===== src/shared/oag_pkg.sv =====
// operand address generator package: modes, data types, request/answer carriers
// assumes a 32-bit general register file of sixteen registers, r15 is the pc
`default_nettype none
package oag_pkg;
  localparam logic [3:0] OAG_PC_IDX = 4'hF;
  localparam logic [31:0] OAG_LONG_STEP = 32'h0000_0004;
  localparam int OAG_LIT_W = 6;

  typedef enum logic [3:0] {
    OAG_M_LITERAL = 4'h0,
    OAG_M_AUTODEC = 4'h7,
    OAG_M_AUTOINC = 4'h8,
    OAG_M_AUTOINC_DEF = 4'h9,
    OAG_M_DISP = 4'hA,
    OAG_M_DISP_DEF = 4'hB,
    OAG_M_BRANCH = 4'hC
  } oag_mode_t;

  typedef enum logic [2:0] {
    OAG_T_BYTE = 3'h0,
    OAG_T_WORD = 3'h1,
    OAG_T_LONG = 3'h2,
    OAG_T_FFLT = 3'h3,
    OAG_T_QUAD = 3'h4,
    OAG_T_DGFLT = 3'h5,
    OAG_T_OCTA = 3'h6,
    OAG_T_HFLT = 3'h7
  } oag_dtype_t;

  // displacement width selector: byte, word, longword
  typedef enum logic [1:0] {
    OAG_D_BYTE = 2'h0,
    OAG_D_WORD = 2'h1,
    OAG_D_LONG = 2'h2
  } oag_dsize_t;

  typedef struct packed {
    oag_mode_t mode;
    oag_dtype_t dtype;
    logic [3:0] reg_idx;
    oag_dsize_t dsize;
    logic [31:0] disp;
    logic indexed;
    logic [3:0] index_idx;
    logic [5:0] literal;
  } oag_req_t;

  typedef struct packed {
    logic [31:0] addr;
    logic is_literal;
    logic is_immediate;
    logic [31:0] literal_val;
    logic wb_en;
    logic [3:0] wb_idx;
    logic [31:0] wb_val;
  } oag_rsp_t;

  typedef enum logic [2:0] {
    OAG_S_IDLE = 3'h0,
    OAG_S_CALC = 3'h1,
    OAG_S_FETCH = 3'h2,
    OAG_S_INDEX = 3'h3,
    OAG_S_DONE = 3'h4
  } oag_state_t;
endpackage
`default_nettype wire


===== src/oag_size.sv =====
// operand size and scaling: maps data type to its byte count
// assumes types encoded as in the package
`default_nettype none
module oag_size
  import oag_pkg::*;
(
  input wire oag_dtype_t dtype,
  input wire logic [31:0] index_val,
  output logic [31:0] step,
  output logic [31:0] scaled
);
  // byte count of one element
  always_comb begin
    case (dtype)
      OAG_T_BYTE: step = 32'h0000_0001;
      OAG_T_WORD: step = 32'h0000_0002;
      OAG_T_LONG, OAG_T_FFLT: step = 32'h0000_0004;
      OAG_T_QUAD, OAG_T_DGFLT: step = 32'h0000_0008;
      default: step = 32'h0000_0010;
    endcase
  end

  // scale by shift, sizes are powers of two
  always_comb begin
    case (dtype)
      OAG_T_BYTE: scaled = index_val;
      OAG_T_WORD: scaled = {index_val[30:0], 1'b0};
      OAG_T_LONG, OAG_T_FFLT: scaled = {index_val[29:0], 2'b00};
      OAG_T_QUAD, OAG_T_DGFLT: scaled = {index_val[28:0], 3'b000};
      default: scaled = {index_val[27:0], 4'h0};
    endcase
  end
endmodule
`default_nettype wire


===== src/oag_sext.sv =====
// displacement sign extension to a full longword
// assumes displacement bits sit in the low end of disp
`default_nettype none
module oag_sext
  import oag_pkg::*;
(
  input wire oag_dsize_t dsize,
  input wire logic [31:0] disp,
  output logic [31:0] ext
);
  // widen by replicating the sign bit of the chosen width
  always_comb begin
    case (dsize)
      OAG_D_BYTE: ext = {{24{disp[7]}}, disp[7:0]};
      OAG_D_WORD: ext = {{16{disp[15]}}, disp[15:0]};
      default: ext = disp;
    endcase
  end
endmodule
`default_nettype wire


===== src/oag_top.sv =====
// operand address generator: effective address and register update per specifier
// assumes two register file read ports (base and index), a longword read port and a decoder handshake
// Summary of operation
// (RQ1) autodecrement: reduce register by size first, then use it as address
// (RQ2) step is 1,2,4,8,16 bytes by operand data type
// (RQ3) autoincrement: use register as address, then add operand size
// (RQ4) autoincrement deferred: fetch longword at register, add 4 to register
// (RQ5) pc with autoincrement deferred is absolute, address from instruction stream
// (RQ6) branch: sign-extend byte/word displacement, add to updated pc
// (RQ7) displacement: sign-extend to 32 bits, add to register, address direct
// (RQ8) displacement deferred: register plus displacement, fetch longword as address
// (RQ9) indexed: index register scaled by operand size, added to base address
// (RQ10) indexed base may be autodec, autoinc, autoinc deferred, disp, disp deferred
// (RQ11) pc with plain autoincrement gives an immediate from instruction stream
// (RQ12) literal: six-bit constant from the specifier, no memory access
`default_nettype none
module oag_top
  import oag_pkg::*;
(
  input wire logic clk,
  input wire logic rstn,
  input wire logic req_valid,
  output logic req_ready,
  input wire oag_req_t req,
  output logic [3:0] rf_raddr,
  input wire logic [31:0] rf_rdata,
  output logic [3:0] rf_iaddr,
  input wire logic [31:0] rf_idata,
  output logic mem_req,
  output logic [31:0] mem_addr,
  input wire logic mem_ack,
  input wire logic [31:0] mem_rdata,
  output logic rsp_valid,
  output oag_rsp_t rsp,
  output logic bad_index
);
  // ------------------------------------------------------------
  // state
  // ------------------------------------------------------------
  oag_state_t state_q, state_d;
  oag_req_t req_q;
  oag_rsp_t rsp_q;
  logic [31:0] base_q;
  logic [31:0] step, scaled, ext;

  // ------------------------------------------------------------
  // helpers
  // ------------------------------------------------------------
  oag_size u_size (
    .dtype(req_q.dtype),
    .index_val(rf_idata),
    .step(step),
    .scaled(scaled)
  );

  oag_sext u_sext (
    .dsize(req_q.dsize),
    .disp(req_q.disp),
    .ext(ext)
  );

  // ------------------------------------------------------------
  // decode of the latched specifier
  // ------------------------------------------------------------
  wire is_pc = (req_q.reg_idx == OAG_PC_IDX);
  wire m_lit = (req_q.mode == OAG_M_LITERAL);
  wire m_adec = (req_q.mode == OAG_M_AUTODEC);
  wire m_inc = (req_q.mode == OAG_M_AUTOINC);
  wire m_incd = (req_q.mode == OAG_M_AUTOINC_DEF);
  wire m_disp = (req_q.mode == OAG_M_DISP);
  wire m_dispd = (req_q.mode == OAG_M_DISP_DEF);
  wire m_br = (req_q.mode == OAG_M_BRANCH);
  // base forms that may sit under an index; literal, branch and immediate
  // have no address of their own to index from
  wire base_ok = m_adec | m_inc | m_incd | m_disp | m_dispd; // [RQ10]
  // pc forms take data from the stream; absolute gets its address in disp, immediate answers with the pc
  wire absolute = m_incd & is_pc; // [RQ5]
  wire immediate = m_inc & is_pc; // [RQ11]
  // only these two forms go out to memory for a pointer longword
  wire deferred = (m_incd & ~is_pc) | m_dispd; // [RQ4] [RQ8]
  // size step comes from the data type, so one adder serves every type
  wire [31:0] down_val = rf_rdata - step; // [RQ1] [RQ2]
  wire [31:0] inc_val = rf_rdata + step; // [RQ3] [RQ2]
  wire [31:0] disp_sum = rf_rdata + ext; // [RQ7] [RQ8]
  // branch displacement is byte or word only; the pc on rf_rdata is
  // already past it, so no correction is added here
  wire [31:0] br_sum = rf_rdata + ext; // [RQ6]

  // direct address for the non-deferred modes; for the deferred ones this
  // is the pointer location that goes out on mem_addr
  wire [31:0] calc_addr =
    m_adec ? down_val : // [RQ1]
    absolute ? req_q.disp : // [RQ5]
    m_br ? br_sum : // [RQ6]
    (m_disp | m_dispd) ? disp_sum : // [RQ7] [RQ8]
    rf_rdata; // [RQ3] [RQ4]

  // register write-back per mode; the pc autoincrement forms never write back since the
  // decoder owns the stream pointer
  wire wb_en_c = (m_adec | (m_inc & ~is_pc) | (m_incd & ~is_pc));
  wire [31:0] wb_val_c =
    m_adec ? down_val :
    m_incd ? rf_rdata + OAG_LONG_STEP : // [RQ4]
    inc_val; // [RQ3]

  // handshake outputs straight from state; one specifier at a time, so
  // ready only returns once the answer strobe has gone
  assign req_ready = (state_q == OAG_S_IDLE);
  assign rf_raddr = req_q.reg_idx;
  assign rf_iaddr = req_q.index_idx;
  assign rsp_valid = (state_q == OAG_S_DONE);
  assign rsp = rsp_q;

  // ------------------------------------------------------------
  // sequence: calc, optional fetch, optional index
  // ------------------------------------------------------------
  // next state; a fetch waits on mem_ack with no limit, so the memory
  // side must always answer a read
  always_comb begin
    state_d = state_q;
    case (state_q)
      OAG_S_IDLE: begin
        if (req_valid) begin
          state_d = OAG_S_CALC;
        end
      end
      OAG_S_CALC: begin
        if (deferred) begin
          state_d = OAG_S_FETCH;
        end else if (req_q.indexed & base_ok & ~immediate) begin
          state_d = OAG_S_INDEX;
        end else begin
          state_d = OAG_S_DONE;
        end
      end
      OAG_S_FETCH: begin
        if (mem_ack) begin
          state_d = req_q.indexed ? OAG_S_INDEX : OAG_S_DONE;
        end
      end
      OAG_S_INDEX: state_d = OAG_S_DONE;
      OAG_S_DONE: state_d = OAG_S_IDLE;
      default: state_d = OAG_S_IDLE;
    endcase
  end

  // state register
  always_ff @(posedge clk) begin
    if (!rstn) begin
      state_q <= OAG_S_IDLE;
    end else begin
      state_q <= state_d;
    end
  end

  // request capture
  always_ff @(posedge clk) begin
    if (!rstn) begin
      req_q <= '0;
    end else if (req_valid && req_ready) begin
      req_q <= req;
    end
  end

  // memory read for deferred forms; address held until acknowledge
  always_ff @(posedge clk) begin
    if (!rstn) begin
      mem_req <= 1'b0;
      mem_addr <= 32'h0000_0000;
    end else if (state_q == OAG_S_CALC && deferred) begin
      mem_req <= 1'b1;
      mem_addr <= calc_addr; // [RQ4] [RQ8]
    end else if (mem_ack) begin
      mem_req <= 1'b0;
    end
  end

  // bad index: index given on a base that cannot carry one
  // level stays until the next specifier is worked, so it may be read late
  always_ff @(posedge clk) begin
    if (!rstn) begin
      bad_index <= 1'b0;
    end else if (state_q == OAG_S_CALC) begin
      bad_index <= req_q.indexed & (~base_ok | immediate);
    end
  end

  // answer assembly
  // rsp stays put after the strobe so a slow decoder can still take it
  always_ff @(posedge clk) begin
    if (!rstn) begin
      rsp_q <= '0;
      base_q <= 32'h0000_0000;
    end else begin
      case (state_q)
        OAG_S_CALC: begin
          rsp_q.addr <= calc_addr;
          base_q <= calc_addr;
          rsp_q.is_literal <= m_lit; // [RQ12]
          rsp_q.literal_val <= {26'h0, req_q.literal}; // [RQ12]
          rsp_q.is_immediate <= immediate; // [RQ11]
          rsp_q.wb_en <= wb_en_c;
          rsp_q.wb_idx <= req_q.reg_idx;
          rsp_q.wb_val <= wb_val_c;
        end
        OAG_S_FETCH: begin
          if (mem_ack) begin
            rsp_q.addr <= mem_rdata; // [RQ4] [RQ8]
            base_q <= mem_rdata;
          end
        end
        OAG_S_INDEX: begin
          rsp_q.addr <= base_q + scaled; // [RQ9]
        end
        default: begin
        end
      endcase
    end
  end

  // ------------------------------------------------------------
  // checks
  // ------------------------------------------------------------
  autodec_addr_a: assert property (@(posedge clk) disable iff (!rstn) // [RQ1]
    (state_q == OAG_S_CALC && m_adec && !req_q.indexed)
      |=> (rsp_valid && rsp.addr == $past(rf_rdata) - $past(step)))
    else $error("autodecrement address wrong");
  step_size_a: assert property (@(posedge clk) disable iff (!rstn) // [RQ2]
    (req_q.dtype == OAG_T_WORD) |-> step == 32'h0000_0002)
    else $error("word step not two");
  autoinc_post_a: assert property (@(posedge clk) disable iff (!rstn) // [RQ3]
    (state_q == OAG_S_CALC && m_inc && !is_pc)
      |=> (rsp.addr == $past(rf_rdata) && rsp.wb_val == $past(rf_rdata) + $past(step)))
    else $error("autoincrement update wrong");
  incdef_four_a: assert property (@(posedge clk) disable iff (!rstn) // [RQ4]
    (state_q == OAG_S_CALC && m_incd && !is_pc)
      |=> (mem_req && rsp.wb_val == $past(rf_rdata) + 32'h0000_0004))
    else $error("deferred increment not four");
  absolute_addr_a: assert property (@(posedge clk) disable iff (!rstn) // [RQ5]
    (state_q == OAG_S_CALC && absolute && !req_q.indexed)
      |=> (rsp_valid && !rsp.wb_en && rsp.addr == $past(req_q.disp)))
    else $error("absolute address wrong");
  branch_tgt_a: assert property (@(posedge clk) disable iff (!rstn) // [RQ6]
    (state_q == OAG_S_CALC && m_br)
      |=> rsp.addr == $past(rf_rdata) + $past(ext))
    else $error("branch target wrong");
  disp_sext_a: assert property (@(posedge clk) disable iff (!rstn) // [RQ7]
    (req_q.dsize == OAG_D_BYTE) |-> ext[31:8] == {24{req_q.disp[7]}})
    else $error("byte displacement not extended");
  dispdef_fetch_a: assert property (@(posedge clk) disable iff (!rstn) // [RQ8]
    (state_q == OAG_S_FETCH && mem_ack && !req_q.indexed)
      |=> (rsp_valid && rsp.addr == $past(mem_rdata)))
    else $error("deferred address not fetched");
  index_scale_a: assert property (@(posedge clk) disable iff (!rstn) // [RQ9]
    (state_q == OAG_S_INDEX) |=> rsp.addr == $past(base_q) + $past(scaled))
    else $error("indexed address wrong");
  index_base_a: assert property (@(posedge clk) disable iff (!rstn) // [RQ10]
    (state_q == OAG_S_CALC && req_q.indexed && m_disp) |=> state_q == OAG_S_INDEX)
    else $error("indexed base refused");
  immediate_flag_a: assert property (@(posedge clk) disable iff (!rstn) // [RQ11]
    (state_q == OAG_S_CALC && immediate) |=> (rsp.is_immediate && !rsp.wb_en))
    else $error("immediate not flagged");
  literal_value_a: assert property (@(posedge clk) disable iff (!rstn) // [RQ12]
    (state_q == OAG_S_CALC && m_lit)
      |=> (!mem_req && rsp.is_literal && rsp.literal_val[5:0] == $past(req_q.literal)))
    else $error("literal wrong");

  // ------------------------------------------------------------
  // read port and answer checks
  // ------------------------------------------------------------
  // write-back of autodecrement carries the reduced value, indexed or not
  autodec_wb_a: assert property (@(posedge clk) disable iff (!rstn) // [RQ1]
    (state_q == OAG_S_CALC && m_adec)
      |=> (rsp.wb_en && rsp.wb_val == $past(rf_rdata) - $past(step)))
    else $error("autodecrement write-back wrong");
  // pointer fetch goes to the register itself, not to a stepped value
  incdef_addr_a: assert property (@(posedge clk) disable iff (!rstn) // [RQ4]
    (state_q == OAG_S_CALC && m_incd && !is_pc)
      |=> (mem_addr == $past(rf_rdata)))
    else $error("deferred pointer address wrong");
  // plain displacement without index answers at once and never touches memory
  disp_direct_a: assert property (@(posedge clk) disable iff (!rstn) // [RQ7]
    (state_q == OAG_S_CALC && m_disp && !req_q.indexed)
      |=> (rsp_valid && !mem_req && !rsp.wb_en && rsp.addr == $past(rf_rdata) + $past(ext)))
    else $error("displacement address wrong");
  // pointer location is register plus extended displacement
  dispdef_addr_a: assert property (@(posedge clk) disable iff (!rstn) // [RQ8]
    (state_q == OAG_S_CALC && m_dispd)
      |=> (mem_req && mem_addr == $past(rf_rdata) + $past(ext)))
    else $error("deferred displacement address wrong");
  // a slow memory must see a steady request until it answers
  read_hold_a: assert property (@(posedge clk) disable iff (!rstn) // [RQ8]
    (mem_req && !mem_ack) |=> (mem_req && $stable(mem_addr)))
    else $error("read request dropped early");
  // index under a literal has no base address and is flagged
  index_refuse_a: assert property (@(posedge clk) disable iff (!rstn) // [RQ10]
    (state_q == OAG_S_CALC && m_lit && req_q.indexed) |=> (bad_index && rsp_valid))
    else $error("index on literal not flagged");
  // immediate answers with the pc value and no read of its own
  immediate_addr_a: assert property (@(posedge clk) disable iff (!rstn) // [RQ11]
    (state_q == OAG_S_CALC && immediate) |=> (!mem_req && rsp.addr == $past(rf_rdata)))
    else $error("immediate address wrong");
endmodule
`default_nettype wire


===== config.mk =====
export PLATFORM = sky130hd
export DESIGN_NAME = oag_top
export DESIGN_NICKNAME = d
export VERILOG_FILES = /design/src/shared/oag_pkg.sv /design/src/oag_size.sv /design/src/oag_sext.sv /design/src/oag_top.sv
export SDC_FILE = /design/constraint.sdc
export NUM_CORES = 1
export LEC_CHECK = 0
export BUFFER_PORTS_ARGS = -buffer_cell sky130_fd_sc_hd__buf_2
export CAP_MARGIN = 20
export CORE_MARGIN = 10
export CORE_UTILIZATION = 39
export CTS_CLUSTER_SIZE = 40
export DETAILED_ROUTE_END_ITERATION = 7
export PLACE_DENSITY = 0.57
export SLEW_MARGIN = 20
export SYNTH_ARGS = -nofsm -noshare
export SYNTH_HDL_FRONTEND = slang
export SYNTH_SLANG_ARGS = --single-unit

===== constraint.sdc =====
create_clock -name clk -period 4.4 [get_ports clk]
set_clock_uncertainty 0.2 [all_clocks]
set_input_delay 1.1 -clock clk [delete_from_list [all_inputs] [get_ports clk]]
set_output_delay 1.1 -clock clk [all_outputs]
set_load 0.005 [all_outputs]

==> impl_results.md, run 1 <==
- Final nets: 2,736
- Slew @ Worst Pin: 0.995 ns
- NetSw: 2.56 mW
- Startpoint types: flip-flop
- Hpwl dp: 54,200 um
- Pin count of the biggest net entering global routing: 83
- # H-tree levels: 1
- IO Port Bufs: 276
- Layout area overhead: 22.2%
- Total negative slack: 0 ns
- Fin crit share: 0.941
- Residual DRC: 0
- Register area share after synthesis: 0.259
- Seq. cell area: 0.00405 mm2
- Worst path required time: 4.63 ns
- Vias in the first global route: 16,600
- First-pass GRT wire length: 103,000 um
- RSZ-0062 raised after global routing: no
- Multi-input logic area: 0.0106 mm2
- WP buf/inv: 2
- Max Slew Vio Count: 0
- Sequential group share of total power: 0.301
- Gpl congestion: 1.00
- Final hold violations: 0
- Core Rows: 73
- Postcts setup bufs: 0
- # fillers: 4,137
- Post-synth top flop: dfxtp_1
- YS warnings: 0
- Initial drt markers: 2,067
- Final WL: 70,000 um
- Post-Synthesis Cells: 2,218
- Layout cell share with drive strength beyond 1: 0.210
- DR vias: 17,800
- Chip width: 220 um
- Crit path cell chain: nor2_1 > nand2_1 > nand2_1 > ha_1 > buf_4 > nand3_1 > a211oi_1 > o21ai_0 > o21ai_0 > a211oi_1 > o21a_1 > o41ai_1 > buf_4 > o22ai_1
- Final Core Density: 0.481
- Maximum vdd drop: 0.323 mV
- Kind of critical path: reg -> reg
- Global Route Usage Sum: 0.274
- Root Driver: clkbuf_16
- Crit-path max FO: 11
- Leakage: 8.32 nW
- Initial Util: 0.393
- Pre-CTS WS: -0.193 ns
- Vias per inst: 5.84
- Pre-Repair DR Iteration Count: 8
- Clk Latency, worst-skew pair: 0.55 ns
- Synth Cell Area: 0.0156 mm2
- Antenna-violating nets left: 0
- Max_cap viols: 0
- Post-synth ARST share: 0
- Part of the power in the clock network: 0.346
- Initial antenna violation count: 2
- Yosys reg bits: 202
- Boundary Pins: 303
- Internal power: 4.46 mW
- Top delay family on crit path: compound AO/OA/AOI/OAI gates
- Fin crit period: 4.14 ns
- Worst path slowest cell: o41ai_1
- Setup violators final: 0
- Hold Path Class: reg -> reg
- Most common cell after layout, fill and taps aside: nand2_1
- Syn_area_per_cell: 7.03 um2
- Worst-path clk slew: 0.06 ns
- Switching share of power: 0.365
- Crit path capture type: flip-flop
- Arrival @ worst endpoint: 4.37 ns
- Slowest stage delay, CP: 0.62 ns
- Number of synthesized flops with an enable pin: 0
- Clk buf depth: 3
- Die area: 0.0484 mm2
- Die height: 220 um
- Comb pwr share: 0.352
- Final WS setup: 0.260 ns
- Avg WL per Cell: 23.0 um
- CTS buffer count: 26
- GRT Residual Overflow: 0
- Outcome: completed
- Most frequent cells in the layout: nand2_1, a21oi_1, buf_2
- Fmax: 242 MHz
- Cell variety after synth: 89
- Core area: 0.0396 mm2
- Worst relative slew slack: 0.334
- Pwr per Cell Area: 368 mW/mm2
- Total Power: 7.02 mW
- Clock sinks: 202
- WHS: 0.251 ns
- CTS tree: built
final cells by class:
cell class                 instances  share of cell area
inverter                          58              0.0116
clock inverter                    15              0.0119
timing repair buffer             426               0.134
sequential                       202               0.212
tap                              525              0.0345
antenna                            1            0.000131
multi-input combinational       1784               0.556
clock buffer                      33              0.0398
worst min-delay path: stages (launching register included):
cell	delay (ns)
dfxtp_1	0.31
nand2_1	0.05
a21oi_1	0.05
through the flow:
step                std cells  instance area (um2)
floorplan                2243                15700
global placement         2995                18000
detailed placement       2995                18000
CTS                      3043                19000
global route             3043                19100
finish                   3044                19100
synthesized netlist by cell type, drive strengths merged, types with 9 or more instances:
master	instances	share of area
nor3	41	0.014
a21o	24	0.012
or3	23	0.0095
dfxtp	202	0.26
and2	9	0.0036
o221ai	11	0.0062
nand2b	16	0.0064
ha	78	0.063
nor2b	14	0.0056
xnor2	39	0.022
nor2	181	0.044
o21a	15	0.0072
nand2	365	0.088
or4	17	0.0089
a221o	27	0.017
or2	10	0.0040
o211a	10	0.0064
nand3	51	0.016
xor2	43	0.024
buf	53	0.022
mux2i	21	0.013
clkbuf	146	0.035
a31oi	20	0.0080
nand4	27	0.011
o211ai	21	0.010
o21ai	160	0.051
a211oi	45	0.022
o22ai	20	0.0080
nor4	10	0.0048
and3	11	0.0044
a21oi	320	0.10
o21bai	17	0.0082
inv	57	0.014
logic make-up (layout without fill, tap and decap cells):
| logic type | Yosys count | count (layout) | share of synthesized area |
|---|---|---|---|
| other | 1 | 27 | 0.000240 |
| xor gates and xnor gates | 82 | 82 | 0.0461 |
| and+or+nand+nor | 797 | 797 | 0.234 |
| buffers and inverters | 257 | 532 | 0.0714 |
| DFF | 202 | 202 | 0.259 |
| muxes | 22 | 22 | 0.0142 |
| AOI/OAI and AO/OA | 775 | 775 | 0.308 |
| adders and majority gates | 82 | 82 | 0.0677 |
final timing paths:
kind,cells past startpoint,slack (ns),start,end
setup / recovery,14,0.26,req_q[43],rsp[102]
hold / removal,2,0.25,rsp[17],rsp[17]
setup reg to reg,14,0.26,req_q[43],rsp[102]
hold reg to reg,2,0.25,rsp[17],rsp[17]
power by group through the flow:
stage | sequential (mW) | combinational [mW] | clock, mW
6_report | 2.12 | 2.47 | 2.43
5_1_grt | 2.13 | 2.71 | 2.53
2_1_floorplan | 2.10 | 1.55 | 0
3_5_place_dp | 2.15 | 2.42 | 0
3_3_place_gp | 2.15 | 2.42 | 0
4_1_cts | 2.11 | 2.44 | 2.47
routing by layer:
| metal | part of all wire | GRT usage | vias to the layer above |
|---|---|---|---|
| li1 | - | - | 8501 |
| met1 | 0.42 | 0.362 | 8404 |
| met2 | 0.47 | 0.452 | 795 |
| met3 | 0.084 | 0.0439 | 82 |
| met4 | 0.027 | 0.0758 | 0 |
| met5 | 0 | 0 | - |
state kept, by name, indices dropped and copies added, names as in the netlist:
signal,count
rf_iaddr,4
mem_req,1
base_q,32
bad_index,1
state_q,3
mem_addr,32
rf_raddr,4
rsp,77
req_q,48
repair_timing:
item,4_1_cts,5_1_grt
setup endpoints to repair,0,20
resized for setup,0,9
hold buffers,0,0
Note: power is estimated with default switching activity, not from simulation.
==> inputs of run 2 (changes only) <==
Settings changed: ABC_CLOCK_PERIOD_IN_PS set to 4400, REMOVE_ABC_BUFFERS set to 1.
==> impl_results.md, run 2 (same netlist as run 1, synthesis figures left out) <==
- Core area: 0.0396 mm2 (unchanged)
- Residual DRC: 0 (unchanged)
- Fin crit period: 4.35 ns (+0.214 ns)
- Initial Util: 0.393 (unchanged)
- Startpoint types: flip-flop
- Final WL: 64,900 um (-7.3%)
- Worst path slowest cell: dfxtp_1
- Avg WL per Cell: 21.4 um (-7.1%)
- Vias per inst: 5.71 (-2.3%)
- Switching share of power: 0.369 (+0.00427)
- Slowest stage delay, CP: 0.51 ns (-0.11 ns)
- Boundary Pins: 303 (unchanged)
- Layout cell share with drive strength beyond 1: 0.205 (-0.00459)
- Worst relative slew slack: 0.240 (-0.0943)
- Clock sinks: 202 (unchanged)
- # fillers: 4,142 (+0.12%)
- Chip width: 220 um (unchanged)
- Die area: 0.0484 mm2 (unchanged)
- GRT Residual Overflow: 0 (unchanged)
- Initial drt markers: 1,586 (-23%)
- NetSw: 2.43 mW (-5.0%)
- Final hold violations: 0 (unchanged)
- Internal power: 4.16 mW (-6.8%)
- Max FFs per register: 77 (unchanged)
- DR vias: 17,300 (-2.5%)
- Final nets: 2,731 (-0.18%)
- Worst-path clk slew: 0.06 ns (about the same)
- Crit-path max FO: 24 (+13)
- Post-route cell area: 0.0188 mm2 (-1.1%)
- CTS tree: built
- Clk Latency, worst-skew pair: 0.54 ns (about the same)
- Kind of critical path: reg -> reg
- Part of the power in the clock network: 0.316 (-0.030)
- Die height: 220 um (unchanged)
- Slew @ Worst Pin: 1.13 ns (+0.136 ns)
- Maximum vdd drop: 0.272 mV (-16%)
- Initial antenna violation count: 4 (+2)
- First-pass GRT wire length: 97,600 um (-5.6%)
- Root Driver: clkbuf_16
- Antenna-violating nets left: 0 (unchanged)
- Crit path cell chain: nor2b_1 > inv_1 > buf_4 > o21ai_0 > a21oi_1 > ha_1 > a21oi_1 > nor2_1 > a211oi_1 > buf_4 > a31oi_1 > a21oi_1 > o21ai_0 > a311oi_1 > xnor2_1 > o22ai_1
- Max_cap viols: 0 (unchanged)
- Placed Cells: 2,992 (-0.10%)
- RSZ-0062 raised after global routing: no
- Fmax: 230 MHz (-4.9%)
- Cell area after placement: 0.0180 mm2 (about the same)
- Leakage: 8.23 nW (-1.1%)
- Max Slew Vio Count: 0 (unchanged)
- Most used cell, CP: a21oi_1
- Comb pwr share: 0.363 (+0.011)
- Pwr per Cell Area: 350 mW/mm2 (-5.1%)
- Global Route Usage Sum: 0.255 (-0.0189)
- Outcome: completed
- Pre-Repair DR Iteration Count: 6 (-2)
- Setup violators final: 0 (unchanged)
- Clk buf depth: 3 (unchanged)
- Most common cell after layout, fill and taps aside: nand2_1
- Hpwl dp: 50,700 um (-6.6%)
- Vias in the first global route: 16,600 (-0.024%)
- Core Rows: 73 (unchanged)
- IO Port Bufs: 276 (unchanged)
- # H-tree levels: 1 (unchanged)
- Fin crit share: 0.989 (+0.0486)
- Most frequent cells in the layout: nand2_1, a21oi_1, buf_2
- Sequential group share of total power: 0.321 (+0.020)
- Arrival @ worst endpoint: 4.58 ns (+0.21 ns)
- Hold Path Class: reg -> reg
- Gpl congestion: 0.928 (-7.2%)
- Final non-filler cell total: 3,037 (-0.23%)
- Pin count of the biggest net entering global routing: 70 (-16%)
- Worst path required time: 4.63 ns (about the same)
- Crit path capture type: flip-flop
- Layout area overhead: 20.9%
- CTS buffer count: 24 (-7.7%)
## run 2: power groups by stage
stage / sequential [mW] / combinational [mW] / clock [mW]
after floorplan: 2.13 / 1.43 / 0
after global placement: 2.15 / 2.35 / 0
after detailed placement: 2.15 / 2.35 / 0
after CTS: 2.11 / 2.36 / 2.11
after global routing: 2.13 / 2.64 / 2.18
final: 2.12 / 2.39 / 2.08
## run 2: critical path: cells and delay by family, from the launching register on
family | cells | cell delay [ns]
compound gates | 9 | 2.00
buf+inv | 3 | 0.65
flops | 1 | 0.51
simple gates | 2 | 0.41
fa+ha+maj | 1 | 0.30
xor+xnor | 1 | 0.17
## run 2: cell type report
class / count / area (um2) / area share
antenna: 1 / 2.50 / 0.000133
clock buffer: 36 / 747 / 0.0396
clock inverter: 8 / 72.6 / 0.00385
inverter: 58 / 220 / 0.0117
multi-input combinational: 1784 / 10600 / 0.561
sequential: 202 / 4050 / 0.215
tap: 525 / 657 / 0.0349
timing repair buffer: 423 / 2520 / 0.134
## run 2: routing by layer
metal	routed length, um	share of wire	global-route usage	up-vias
met3	4320	0.067	0.0357	80
li1	-	-	-	8493
met1	29800	0.46	0.350	8123
met2	29300	0.45	0.408	632
met4	1510	0.023	0.0719	4
met5	21	0.00032	0	-
## run 2: stage by stage
step                      power (mW)  setup slack, ns  hold slack [ns]  setup TNS, ns  utilization
after CTS                       6.59            0.107            0.250              0        0.475
after global routing            6.95          0.00368            0.268              0        0.475
final                           6.59           0.0466            0.249              0        0.475
after global placement          4.50         -0.00969            0.237       -0.00969        0.455
after detailed placement        4.50          -0.0414            0.241        -0.0939        0.455
after floorplan                 3.57           -0.654            0.232         -23.80            -
## run 2: worst paths after layout
check,startpoint,end,slack [ns],depth (start not counted)
worst max register to register,req_q[51],rsp[102],0.05,16
worst min-delay path,rsp[6],rsp[6],0.25,2
worst max-delay path,req_q[51],rsp[102],0.05,16
worst min register to register,rsp[6],rsp[6],0.25,2
## run 2: timing repair
action | 4_1_cts | 5_1_grt
buffers inserted | 0 | 0
endpoints found under the hold margin | 0 | 0
endpoints found under the setup margin | 0 | 12
hold buffers | 0 | 0
gates resized for setup | 0 | 2
